### src/hw/tws_pkg.sv
// Constants and state types of the three-wire serial interface
package tws_pkg;

    //------------------------------------------------------------------
    // Register indices (byte address = 4 * index)
    //------------------------------------------------------------------
    localparam int           ADDR_W       = 18;
    localparam logic [15:0]  IDX_MODE     = 16'hFF80;
    localparam logic [15:0]  IDX_CLKSEL   = 16'hFF81;
    localparam logic [15:0]  IDX_TXBUF    = 16'hFF82;
    localparam logic [15:0]  IDX_SHIFT    = 16'hFF83;

    //------------------------------------------------------------------
    // Field positions
    //------------------------------------------------------------------
    localparam int           MODE_EN_BIT   = 7;
    localparam int           MODE_TRMD_BIT = 6;
    localparam int           MODE_DIR_BIT  = 4;
    localparam int           MODE_BUSY_BIT = 0;
    localparam int           CLK_CKP_BIT   = 4;
    localparam int           CLK_DAP_BIT   = 3;
    localparam int           CLK_CKS_LSB   = 0;
    localparam logic [2:0]   CKS_SLAVE     = 3'h7;

    //------------------------------------------------------------------
    // Reset values and timing counts
    //------------------------------------------------------------------
    localparam logic [7:0]   RST_MODE      = 8'h00;
    localparam logic [7:0]   RST_CLKSEL    = 8'h00;
    localparam logic [7:0]   RST_TXBUF     = 8'h00;
    localparam logic [7:0]   RST_SHIFT     = 8'h00;
    localparam logic [4:0]   LAST_EDGE     = 5'h0F;
    localparam logic [1:0]   RESP_OKAY     = 2'h0;
    localparam logic [1:0]   RESP_SLVERR   = 2'h2;

    //------------------------------------------------------------------
    // Whole state of the block
    //------------------------------------------------------------------
    typedef struct packed {
        logic        en;
        logic        trmd;
        logic        dir;
        logic        ckp;
        logic        dap;
        logic [2:0]  cks;
        logic [7:0]  txb;
        logic [7:0]  shr;
        logic        busy;
        logic [4:0]  edges;
        logic [6:0]  div;
        logic        sck;
        logic        so;
        logic        sck_prev;
        logic        aw_have;
        logic        w_have;
        logic [15:0] aw_idx;
        logic [7:0]  wbyte;
        logic        wlane;
        logic        bvalid;
        logic [1:0]  bresp;
        logic        rvalid;
        logic [1:0]  rresp;
        logic [31:0] rdata;
    } tws_state_t;

endpackage : tws_pkg

### src/hw/tws_core.sv
// Three-wire serial interface with an AXI4-Lite register slave
`timescale 1ns/1ps
`default_nettype none

module tws_core (
    input  wire logic                       aclk,
    input  wire logic                       aresetn,
    input  wire logic [tws_pkg::ADDR_W-1:0] s_axi_awaddr,
    input  wire logic                       s_axi_awvalid,
    output logic                            s_axi_awready,
    input  wire logic [31:0]                s_axi_wdata,
    input  wire logic [3:0]                 s_axi_wstrb,
    input  wire logic                       s_axi_wvalid,
    output logic                            s_axi_wready,
    output logic [1:0]                      s_axi_bresp,
    output logic                            s_axi_bvalid,
    input  wire logic                       s_axi_bready,
    input  wire logic [tws_pkg::ADDR_W-1:0] s_axi_araddr,
    input  wire logic                       s_axi_arvalid,
    output logic                            s_axi_arready,
    output logic [31:0]                     s_axi_rdata,
    output logic [1:0]                      s_axi_rresp,
    output logic                            s_axi_rvalid,
    input  wire logic                       s_axi_rready,
    input  wire logic                       sck_in,
    output logic                            sck_out,
    output logic                            sck_oe,
    input  wire logic                       si_in,
    output logic                            so_out
);

    //------------------------------------------------------------------
    // Helpers
    //------------------------------------------------------------------
    // Word index of a byte address; low two bits ignored
    function automatic logic [15:0] reg_idx(
        input logic [tws_pkg::ADDR_W-1:0] a);
        reg_idx = a[tws_pkg::ADDR_W-1:2];
    endfunction : reg_idx

    function automatic logic reg_hit(input logic [15:0] i);
        reg_hit = (i == tws_pkg::IDX_MODE) || (i == tws_pkg::IDX_CLKSEL)
               || (i == tws_pkg::IDX_TXBUF) || (i == tws_pkg::IDX_SHIFT);
    endfunction : reg_hit

    // Bit presented on the output line for a given order
    function automatic logic out_bit(input logic [7:0] d,
                                     input logic       lsb_first);
        out_bit = lsb_first ? d[0] : d[7];
    endfunction : out_bit

    function automatic logic [7:0] shift_in(input logic [7:0] d,
                                            input logic       lsb_first,
                                            input logic       b);
        shift_in = lsb_first ? {b, d[7:1]} : {d[6:0], b};
    endfunction : shift_in

    tws_pkg::tws_state_t s_reg;
    tws_pkg::tws_state_t s_next;

    logic        master;
    logic [6:0]  div_lim;
    logic        edge_ev;
    logic        lead;
    logic        out_ev;
    logic        smp_ev;
    logic        commit;
    logic        ar_take;
    logic [15:0] ar_idx;

    //------------------------------------------------------------------
    // Serial clock events
    //------------------------------------------------------------------
    // Half period is 2^cks clocks, so the line runs at clk/2^(cks+1)
    assign master  = (s_reg.cks != tws_pkg::CKS_SLAVE);
    assign div_lim = 7'(7'h01 << s_reg.cks) - 7'h01;
    // Slave counts every toggle of the external clock
    assign edge_ev = s_reg.busy && (master ? (s_reg.div == div_lim)
                                           : (sck_in != s_reg.sck_prev));
    // Even edges leave the idle level, odd edges return to it
    assign lead    = ~s_reg.edges[0];
    assign out_ev  = edge_ev && (s_reg.dap ? !lead : lead);
    assign smp_ev  = edge_ev && (s_reg.dap ? lead : !lead);

    // Bus handshakes
    assign commit  = s_reg.aw_have && s_reg.w_have && !s_reg.bvalid;
    assign ar_take = s_axi_arvalid && s_axi_arready;
    assign ar_idx  = reg_idx(s_axi_araddr);

    //------------------------------------------------------------------
    // Next state
    //------------------------------------------------------------------
    always_comb begin
        s_next = s_reg;
        s_next.sck_prev = sck_in;

        // Serial engine
        if (s_reg.busy) begin
            if (master) begin
                s_next.div = edge_ev ? 7'h00 : s_reg.div + 7'h01;
            end
            if (edge_ev) begin
                s_next.edges = s_reg.edges + 5'h01;
                if (master) begin
                    s_next.sck = ~s_reg.sck;
                end
                // Skip the closing trail edge in phase-shifted timing
                if (out_ev && s_reg.edges != tws_pkg::LAST_EDGE) begin
                    s_next.so = out_bit(s_reg.shr, s_reg.dir);
                end
                if (smp_ev) begin
                    // Same register shifts out and in together
                    s_next.shr = shift_in(s_reg.shr, s_reg.dir,
                                          si_in);
                end
                if (s_reg.edges == tws_pkg::LAST_EDGE) begin
                    s_next.busy = 1'b0;
                end
            end
        end else begin
            s_next.sck = ~s_reg.ckp;
        end

        // Write channel acceptance
        if (s_axi_awvalid && s_axi_awready) begin
            s_next.aw_have = 1'b1;
            s_next.aw_idx  = reg_idx(s_axi_awaddr);
        end
        if (s_axi_wvalid && s_axi_wready) begin
            s_next.w_have = 1'b1;
            s_next.wbyte  = s_axi_wdata[7:0];
            s_next.wlane  = s_axi_wstrb[0];
        end
        if (s_reg.bvalid && s_axi_bready) begin
            s_next.bvalid = 1'b0;
        end

        // Register write, one cycle after both halves are held
        if (commit) begin
            s_next.aw_have = 1'b0;
            s_next.w_have  = 1'b0;
            s_next.bvalid  = 1'b1;
            s_next.bresp   = reg_hit(s_reg.aw_idx) ? tws_pkg::RESP_OKAY
                                                   : tws_pkg::RESP_SLVERR;
            if (s_reg.wlane) begin
                unique case (s_reg.aw_idx)
                    tws_pkg::IDX_MODE: begin
                        s_next.en   = s_reg.wbyte[tws_pkg::MODE_EN_BIT];
                        s_next.trmd = s_reg.wbyte[tws_pkg::MODE_TRMD_BIT];
                        s_next.dir  = s_reg.wbyte[tws_pkg::MODE_DIR_BIT];
                    end
                    tws_pkg::IDX_CLKSEL: begin
                        s_next.ckp = s_reg.wbyte[tws_pkg::CLK_CKP_BIT];
                        s_next.dap = s_reg.wbyte[tws_pkg::CLK_DAP_BIT];
                        s_next.cks = s_reg.wbyte[tws_pkg::CLK_CKS_LSB +: 3];
                        if (!s_reg.busy) begin
                            s_next.sck =
                                ~s_reg.wbyte[tws_pkg::CLK_CKP_BIT];
                        end
                    end
                    tws_pkg::IDX_TXBUF: begin
                        s_next.txb = s_reg.wbyte;
                        // A write during a transfer does not restart it
                        if (s_reg.en && s_reg.trmd && !s_reg.busy) begin
                            s_next.shr   = s_reg.wbyte;
                            s_next.busy  = 1'b1;
                            s_next.edges = 5'h00;
                            s_next.div   = 7'h00;
                            if (s_reg.dap) begin
                                s_next.so = out_bit(s_reg.wbyte,
                                                    s_reg.dir);
                            end
                        end
                    end
                    default: ;
                endcase
            end
        end

        // Read channel
        if (s_reg.rvalid && s_axi_rready) begin
            s_next.rvalid = 1'b0;
        end
        if (ar_take) begin
            s_next.rvalid = 1'b1;
            s_next.rresp  = reg_hit(ar_idx) ? tws_pkg::RESP_OKAY
                                            : tws_pkg::RESP_SLVERR;
            s_next.rdata  = 32'h0000_0000;
            unique case (ar_idx)
                tws_pkg::IDX_MODE: begin
                    s_next.rdata[tws_pkg::MODE_EN_BIT]   = s_reg.en;
                    s_next.rdata[tws_pkg::MODE_TRMD_BIT] = s_reg.trmd;
                    s_next.rdata[tws_pkg::MODE_DIR_BIT]  = s_reg.dir;
                    s_next.rdata[tws_pkg::MODE_BUSY_BIT] =
                        s_reg.busy;
                end
                tws_pkg::IDX_CLKSEL: begin
                    s_next.rdata[tws_pkg::CLK_CKP_BIT] = s_reg.ckp;
                    s_next.rdata[tws_pkg::CLK_DAP_BIT] = s_reg.dap;
                    s_next.rdata[tws_pkg::CLK_CKS_LSB +: 3] = s_reg.cks;
                end
                tws_pkg::IDX_TXBUF: s_next.rdata[7:0] = s_reg.txb;
                tws_pkg::IDX_SHIFT: begin
                    s_next.rdata[7:0] = s_reg.shr;
                    // Receive-only transfer starts on reading the byte
                    if (s_reg.en && !s_reg.trmd && !s_reg.busy
                        && !commit) begin
                        s_next.busy  = 1'b1;
                        s_next.edges = 5'h00;
                        s_next.div   = 7'h00;
                    end
                end
                default: ;
            endcase
        end

        // Disabled interface holds the engine cleared
        if (!s_next.en) begin
            s_next.busy  = 1'b0;
            s_next.shr   = tws_pkg::RST_SHIFT;
            s_next.edges = 5'h00;
            s_next.div   = 7'h00;
            s_next.so    = 1'b0;
            s_next.sck   = ~s_next.ckp;
        end

        // Receive-only mode keeps the output flop low, so no gating
        if (!s_next.trmd) begin
            s_next.so = 1'b0;
        end
    end

    //------------------------------------------------------------------
    // State register
    //------------------------------------------------------------------
    always_ff @(posedge aclk) begin
        if (!aresetn) begin
            s_reg       <= '0;
            s_reg.txb   <= tws_pkg::RST_TXBUF;
            s_reg.shr   <= tws_pkg::RST_SHIFT;
            s_reg.sck   <= 1'b1;
        end else begin
            s_reg <= s_next;
        end
    end

    //------------------------------------------------------------------
    // Outputs
    //------------------------------------------------------------------
    // One transaction per channel keeps the slave simple
    assign s_axi_awready = !s_reg.aw_have && !s_reg.bvalid;
    assign s_axi_wready  = !s_reg.w_have && !s_reg.bvalid;
    assign s_axi_bvalid  = s_reg.bvalid;
    assign s_axi_bresp   = s_reg.bresp;
    assign s_axi_arready = !s_reg.rvalid;
    assign s_axi_rvalid  = s_reg.rvalid;
    assign s_axi_rdata   = s_reg.rdata;
    assign s_axi_rresp   = s_reg.rresp;
    assign sck_out       = s_reg.sck;
    assign sck_oe        = s_reg.en && master;
    assign so_out        = s_reg.so;
endmodule : tws_core

`default_nettype wire

### config.mk
export PLATFORM = sky130hd
export DESIGN_NAME = tws_core
export DESIGN_NICKNAME = d
export VERILOG_FILES = /design/src/hw/tws_pkg.sv /design/src/hw/tws_core.sv
export SDC_FILE = /design/constraint.sdc
export NUM_CORES = 1
export LEC_CHECK = 0
export BUFFER_PORTS_ARGS = -buffer_cell sky130_fd_sc_hd__clkbuf_2
export CORE_MARGIN = 5
export CORE_UTILIZATION = 38
export DETAILED_ROUTE_END_ITERATION = 8
export MAX_ROUTING_LAYER = met4
export RECOVER_POWER = 25
export SLEW_MARGIN = 20
export SYNTH_ARGS = -nofsm -noshare
export SYNTH_HDL_FRONTEND = slang
export SYNTH_SLANG_ARGS = --single-unit
### constraint.sdc
create_clock -name aclk -period 4.9 [get_ports aclk]
set_input_delay 0.98 -clock aclk [delete_from_list [all_inputs] [get_ports aclk]]
set_output_delay 0.98 -clock aclk [all_outputs]
set_load 0.1 [all_outputs]
Word-level counts from Yosys, hierarchy flattened

Index checks and enable logic that the tools add are counted.

Order comparisons: 0
Div/mod/pow operators: 0
Add/subtract/negate cells: 3
Equality and inequality tests: 13
Muxes and demuxes: 43
Shifts and indexed selects: 1
Bitwise gates (word level): 6
Reduce and logical (&&, ||, !) cells: 40
$mul: 0

Operators by type and width:

| operator                                         | number |
|---|---|
| equality test 16 bit, second input constant      | 8 |
| two-way mux 39 bit                               | 2 |
| two-way mux 21 bit                               | 2 |
| two-way mux 13 bit                               | 3 |
| two-way mux 35 bit                               | 1 |
| two-way mux 29 bit                               | 1 |
| logical AND 1 bit                                | 19 |
| two-way mux 1 bit                                | 17 |
| two-way mux 8 bit                                | 2 |
| two-way mux 14 bit                               | 1 |
| two-way mux 7 bit                                | 2 |
| AND reduction 3 bit                              | 4 |
| case mux 3 bit (3 select lines)                  | 1 |
| two-way mux 2 bit                                | 4 |
| case mux 1 bit (4 select lines)                  | 2 |
| adder 7 x 1 -> 7 bit, second input constant      | 1 |
| equality test 7 bit                              | 1 |
| logical NOT 1 bit                                | 7 |
| left shift 1 x 3 -> 7 bit, first input constant  | 1 |
| subtractor 7 x 1 -> 7 bit, second input constant | 1 |
| logical OR 1 bit                                 | 6 |
| two-way mux 3 bit                                | 2 |
| NOT 1 bit                                        | 6 |
| case mux 2 bit (3 select lines)                  | 1 |
| other kinds (10)                                 | 11 |

RAM bits: 0
Input bits: 81
Memories kept: 0
Output and inout port bits: 44
Bits in read-only memories: 0
Latch bits: 0
Logic and storage cells: 130
Register bits: 81

Longest topological paths before layout

Gate-level depths: netlist (run 1).

Depth in word-level cells: 18
Mapped depth: 11
Mapped depth without buffers: 10

Worst setup path after synthesis (run 1)

OpenSTA, ideal clock, no wires.

Path kind: register to register
Start point: register s_reg, in the netlist s_axi_bvalid
End point: register s_reg[61] (netlist bit)
Cell stages (with the launch flop): 7
Setup slack: 1.750 ns
Buffers on the path: 2
Library setup time: 0.071 ns
Data arrival time: 3.079 ns
Required time: 4.829 ns
Period minus slack after synthesis: 3.150 ns
Cell sequence: dfxtp_1 -> nor2_1 -> and2_1 -> clkbuf_1 -> clkbuf_1 -> nand2_1 -> a21oi_1

Cells in the longest elaborated chain, start to end: 3

RTL lines:

| item                     | line            | RTL |
|---|---|---|
| start: declaration       | tws_core.sv:58  | `tws_pkg::tws_state_t s_reg;` |
| start signal: assignment | tws_core.sv:243 | `s_reg <= s_next;` |
| logical NOT 1 bit        | tws_core.sv:251 | `assign s_axi_awready = !s_reg.aw_have && !s_reg.bvalid;` |
| logical AND 1 bit        | tws_core.sv:251 |  |
| net s_axi_awready        | tws_core.sv:10  | `output logic s_axi_awready,` |
| logical AND 1 bit        | tws_core.sv:125 | `if (s_axi_awvalid && s_axi_awready) begin` |

The timed path passes the listed nets, and every way through them passes these cells.
A chain may end at the register's enable or synchronous reset.

Final worst setup path (run 1)

Start point: register s_reg[49] (netlist bit)
End point: register s_reg[74] (netlist bit)

Cells in the longest elaborated chain, start to end: 7
Elaborated cells on any way between the ends: 10
Classes of those cells: eq/ne (2); mux (7); reduce/logical (1)

RTL lines:

| item                 | line            | RTL |
|---|---|---|
| equality test 16 bit | tws_core.sv:146 | `unique case (s_reg.aw_idx)` |
| two-way mux 29 bit   | tws_core.sv:146 |  |
| two-way mux 39 bit * | tws_core.sv:145 | `if (s_reg.wlane) begin` |
| two-way mux 39 bit * | tws_core.sv:139 | `if (commit) begin` |
| two-way mux 13 bit   | tws_core.sv:206 | `if (s_reg.en && !s_reg.trmd && !s_reg.busy` |
| two-way mux 13 bit   | tws_core.sv:189 | `unique case (ar_idx)` |
| two-way mux 13 bit   | tws_core.sv:184 | `if (ar_take) begin` |

Mark *: on every way between the ends. The rest lies on a longest branch, timed or not.

==> results.ini, run 1 <==
[die]
rows=37
dieArea_mm2=0.0127
dieWidth_um=113
start_util_pct=39.0
core-area_mm2=0.0103
fp.dieH_um=113
io_pins=125

[worst_hold_path]
hp-class=reg2reg

[critical_path]
crit_type=reg2reg
crit_fanout=10
end_kind=flop
cp.required_ns=5.14
cp.arrival_ns=3.21
worst_setup_path_start_kind=flop

[synth]
synth.distinct_cells=58
synth_area_mm2=0.00402
synth_edf_count=0
synthFlopType=dfxtp_1
syn_area_per_cell_um2=8.38
seq_area_frac_synth_pct=39.3
ys_ff_latch=79
yosys-top-cells-count=nand2_1, dfxtp_1, a21oi_1
yosysTopAreaCell=dfxtp_1
ys_top_cells_by_area=dfxtp_1, nand2_1, mux2i_1, buf_4, a21oi_1
async_flop_share_pct=0
synth.top_cell.area_share_pct=39.3
yosysMostFrequentCell=nand2_1
yosysWarnings=0
syn_inst=480

[drt]
wirelength_um=8890
num_vias=3297
drt_iter0_drc=123
wl_per_cell_um=13.3
route.detailed.drc=0
ant_nets=0
dr.pass1.iters=4
vias_per_cell=4.94

[cts]
clk_path_buf_depth=2
clk_latency_ns=0.35
postCtsSetupBuffers=0
cts_made_buffers=9
postCtsHoldBufs=0
path_clk_slew_ns=0.08
htreeDepth=3
postCtsResizedCells=0
clock_sinks=79
cts_tree=yes
cts-root-buf=clkbuf_8

[placed_design]
dpl_worst_slack_ns=1.87
portBuffers=67
dp_hpwl_um=6730
gp_congestion=0.812

[timing]
period_share_pct=60.6
rsz0062_at_grt=false
maxClockFrequency_mhz=337
slew_headroom_pct=-49.1
worstMarginPinSlew_ns=2.24
hold_violations=0
setup_viol=0
fin_setup_tns_ns=0
finClkSkew_ns=0.00988
setup_slack_ns=1.93
min_period_ns=2.97
finalMaxSlewViolations=53

[cells_and_area]
fin_nets=612
largest_register_ffs=65
fill_cells=1046
area_delta_synth_final_pct=10.7
layout-drive-gt1-share_pct=19.7
antennaDiodeCount=0
final_util_pct=43.2

[global_route]
grt_pass1_wl_um=14800
track_usage_pct=14.6
antenna_found_initial=0
grt_pass1_vias=3192
grt_overflow_total=0
grt_max_degree=53

[run_status]
violations=capacitance limit, slew limit
outcome=finished with violations

[run]
maxCapViolCount=1

[pwr]
p_leak_nw=1.88
total_power_mw=1.35
power_density_mw_per_mm2=304
irDropWorstVdd_mv=0.193

## per-stage QoR
step | hold slack, ns | instance area [um^2] | std cells
6_report | 0.452 | 4460 | 668
5_1_grt | 0.475 | 4460 | 668
4_1_cts | 0.454 | 4460 | 668
3_5_place_dp | 0.444 | 4270 | 652
3_3_place_gp | 0.440 | 4270 | 652
2_1_floorplan | 0.431 | 4120 | 505
## worst max-delay path, cell delays in order, from the launching register on
cell      delay [ns]
dfxtp_1         0.31
or4_1           0.53
nor3_1          0.31
nand4b_1        0.68
o22ai_1         0.43
or3_1           0.31
or2_1           0.23
nor2_1          0.07
## layer usage
metal / GRT usage (%) / wire length, um / up-vias / part of all wire (%)
li1: - / - / 1678 / -
met1: 16.9 / 3910 / 1543 / 44
met2: 24.9 / 4480 / 65 / 50
met3: 3.69 / 350 / 11 / 3.9
met4: 4.57 / 148 / 0 / 1.7
met5: - / 0 / - / 0
## cells in the final DEF, fill, tap and decap left out, drive strengths merged, types with 2 or more instances in the layout
cell type,n
or2,2
nor3b,2
nor4,3
nor3,7
nand2b,2
a211oi,2
mux2,13
nand4,5
clkbuf,78
a21boi,2
conb,26
ha,4
dfxtp,79
nand2,88
nand4b,3
mux2i,28
and2,6
a21oi,42
clkinv,5
a22o,3
o21ai,18
mux4,2
xnor2,2
o22ai,2
nor2b,4
nor2,42
or4,5
nand3b,2
or3,3
and3,2
xor2,12
inv,6
nand3,16
## path summary, 6_finish.rpt
path	startpoint	endpoint	slack [ns]	cells past startpoint
worst max-delay path	s_reg[49]$_SDFFE_PN0P_	s_reg[74]$_SDFF_PN0_	1.93	7
worst min-delay path	s_reg[49]$_SDFFE_PN0P_	s_reg[49]$_SDFFE_PN0P_	0.45	2
worst max register to register	s_reg[49]$_SDFFE_PN0P_	s_reg[74]$_SDFF_PN0_	1.93	7
worst min register to register	s_reg[49]$_SDFFE_PN0P_	s_reg[49]$_SDFFE_PN0P_	0.45	2
## power breakdown
| part | total (mW) | switching, mW | internal (mW) |
|---|---|---|---|
| registers | 0.676 | 0.0155 | 0.660 |
| clock network | 0.465 | 0.232 | 0.234 |
| logic | 0.212 | 0.175 | 0.0370 |
## kinds of logic (layout without fill, tap and decap cells)
kind of cell    after synthesis  count (layout)  share of synthesized area (%)
other cells                   1              26                         0.0932
xor+xnor                     14              14                           3.05
fa+ha+maj                     4               4                           1.24
compound gates               75              75                           11.1
simple gates                199             199                           23.7
buf+inv                      65              92                           9.76
flops                        79              79                           39.3
mux                          43              43                           11.7
## layout make-up
type	instances	area (um^2)	share of cell area, %
clock buffer	10	128	2.86
inverter	7	26.3	0.590
timing repair buffer	69	345	7.75
tap	136	170	3.82
clock inverter	6	61.3	1.38
sequential	79	1580	35.5
multi-input combinational	361	2140	48.1
Power figures use the tool's default switching activity.
==> run 2, diff against run 1 <==
clock period = 3 ns   (was 4.9 ns; I/O delays follow)
==> run 2 against run 1 <==
  * The flow now finishes without violations
  * Setup slack got worse by 1.7 ns
  * Combinational power increased by 65%
  * Register-to-register slack got worse by 1.7 ns
  * Global-route usage grew 0.15 points
  * Count of clock-buffer cells in the layout up 2
  * Sequential cell count is the same
  * Non-clock buffer count is 11 higher
  * Critical endpoint is now s_reg[85]$_SDFF_PN0_
  * Largest power group unchanged
  * Highest routed layer unchanged
==> results.ini, run 2 (same netlist as run 1, synthesis figures left out) <==
[placed_design]
dpl_worst_slack_ns=0.303  ; -1.56 ns
dp_hpwl_um=6960  ; +3.4%
portBuffers=67  ; unchanged
gp_congestion=0.774  ; -4.7%

[critical_path]
cpMostUsedCell=buf_4
cp.arrival_ns=2.93  ; -0.28 ns
r2r_cells=12  ; +5
crit_path_top_delay_cell=a221oi_4
end_kind=flop
slowest_delay_ns=0.42  ; -0.26 ns
crit_fanout=8  ; -2
crit_type=reg2reg
cp.required_ns=3.21  ; -1.93 ns
crit_chain=nor2_1 -> nand2_1 -> ha_1 -> nor2b_1 -> o22ai_1 -> a21boi_0 -> a221oi_4 -> buf_4 -> o21ai_2 -> buf_4 -> mux2i_1 -> o21ai_0
worst_setup_path_start_kind=flop

[cts]
postCtsResizedCells=0  ; unchanged
cts-root-buf=clkbuf_8
clock_sinks=79  ; unchanged
postCtsSetupBuffers=0  ; unchanged
htreeDepth=3  ; unchanged
path_clk_slew_ns=0.08  ; about the same
clk_path_buf_depth=2  ; unchanged
cts_tree=yes
clk_latency_ns=0.35  ; about the same
cts_made_buffers=9  ; unchanged
postCtsHoldBufs=0  ; unchanged

[die]
rows=37  ; unchanged
dieArea_mm2=0.0127  ; unchanged
dieWidth_um=113  ; unchanged
fp.dieH_um=113  ; unchanged
start_util_pct=39.0  ; unchanged
io_pins=125  ; unchanged
core-area_mm2=0.0103  ; unchanged

[global_route]
grt_overflow_total=0  ; unchanged
grt_max_degree=53  ; unchanged
grt_pass1_wl_um=15000  ; +1.5%
grt_pass1_vias=3239  ; +1.5%
antenna_found_initial=0  ; unchanged
track_usage_pct=14.8  ; +0.15 points
gr-usage-met3_pct=3.10  ; -0.59 points
grt_use_met1_pct=17.1  ; +0.28 points
grt.busiest_layer=met2
use_met2_pct=25.4  ; +0.51 points

[timing]
maxClockFrequency_mhz=367  ; +8.9%
slew_headroom_pct=28.7  ; +78 points
setup_viol=0  ; unchanged
setup_slack_ns=0.273  ; -1.66 ns
finClkSkew_ns=0.0126  ; +0.00272 ns
worstMarginPinSlew_ns=1.07  ; -1.17 ns
finalMaxSlewViolations=0  ; -100%
hold-worst-slack_ns=0.445  ; -0.00698 ns
period_share_pct=90.9  ; +30 points
min_period_ns=2.73  ; -0.243 ns
fin_setup_tns_ns=0  ; unchanged
hold_violations=0  ; unchanged
rsz0062_at_grt=false

[run_status]
outcome=finished, final reports clean

[drt]
wl_per_cell_um=13.5  ; +1.2%
num_vias=3361  ; +1.9%
ant_nets=0  ; unchanged
drt_iter0_drc=172  ; +40%
route.detailed.drc=0  ; unchanged
dr.pass1.iters=5  ; +1
wirelength_um=9130  ; +2.7%
vias_per_cell=4.96  ; +0.44%

[pwr]
p_int_mw=1.57  ; +68%
p_leak_nw=1.94  ; +3.2%
irDropWorstVdd_mv=0.209  ; +8.0%
seqPwrFrac_pct=49.0  ; -0.9 points
power.switching_mw=0.689  ; +63%
combinationalPowerShare_pct=15.5  ; -0.2 points
netSwitchingFraction_pct=30.6  ; -0.66 points
clockPowerShare_pct=35.5  ; +1.1 points
power_density_mw_per_mm2=496  ; +63%

[cells_and_area]
largest_register_ffs=65  ; unchanged
fin_nets=623  ; +1.8%
antennaDiodeCount=0  ; unchanged
layout_commonest_cell=nand2_1
area_delta_synth_final_pct=13.1
layout_common_cells=nand2_1, dfxtp_1, clkbuf_2, a21oi_1, nor2_1
final_util_pct=44.1  ; +0.92 points
layout-drive-gt1-share_pct=21.6  ; +1.8 points

[run]
maxCapViolCount=0  ; -1

[worst_hold_path]
worstHoldPathCells=2  ; unchanged
hp-class=in2reg

[run 2: final cells by class]
cell class	instances	area, um^2
timing repair buffer	80	429
sequential	79	1580
multi-input combinational	361	2150
fill	1086	5770
clock inverter	3	42.5
tap	136	170
clock buffer	12	155
inverter	7	26.3
[run 2: per-layer routing]
layer	up-vias	share of wire, %
met3	14	4.2
met2	63	50
met1	1578	44
met4	0	1.4
met5	-	0
li1	1706	-
[run 2: path summary, 6_finish.rpt]
kind	slack (ns)	start	endpoint
max	0.27	s_reg[98]$_SDFFE_PN0P_	s_reg[85]$_SDFF_PN0_
max reg2reg	0.27	s_reg[98]$_SDFFE_PN0P_	s_reg[85]$_SDFF_PN0_
min	0.45	s_axi_rready	s_axi_rvalid$_SDFFE_PN0P_
min reg2reg	0.46	s_reg[52]$_SDFFE_PN0P_	s_reg[52]$_SDFFE_PN0P_
[run 2: power by group through the flow]
stage                     clock network [mW]  registers, mW  logic [mW]
after floorplan                            0           1.13       0.309
after global placement                     0           1.13       0.349
after detailed placement                   0           1.13       0.353
after CTS                              0.824           1.11       0.353
after global routing                   0.862           1.11       0.374
final                                  0.800           1.11       0.350
[run 2: per-stage QoR]
stage | area (um^2) | power (mW) | std cells
after floorplan | 4120 | 1.44 | 505
after global placement | 4360 | 1.48 | 663
final | 4550 | 2.25 | 678
after global routing | 4550 | 2.35 | 678
after detailed placement | 4360 | 1.48 | 663
after CTS | 4550 | 2.28 | 678
[run 2: worst max-delay path, delay by kind of cell, from the launching register on]
kind                       cells  cell delay (ns)
AOI/OAI and AO/OA              5             0.84
adders and majority gates      1             0.28
buffers and inverters          2             0.39
DFF                            1             0.39
muxes                          1             0.21
and+or+nand+nor                3             0.47
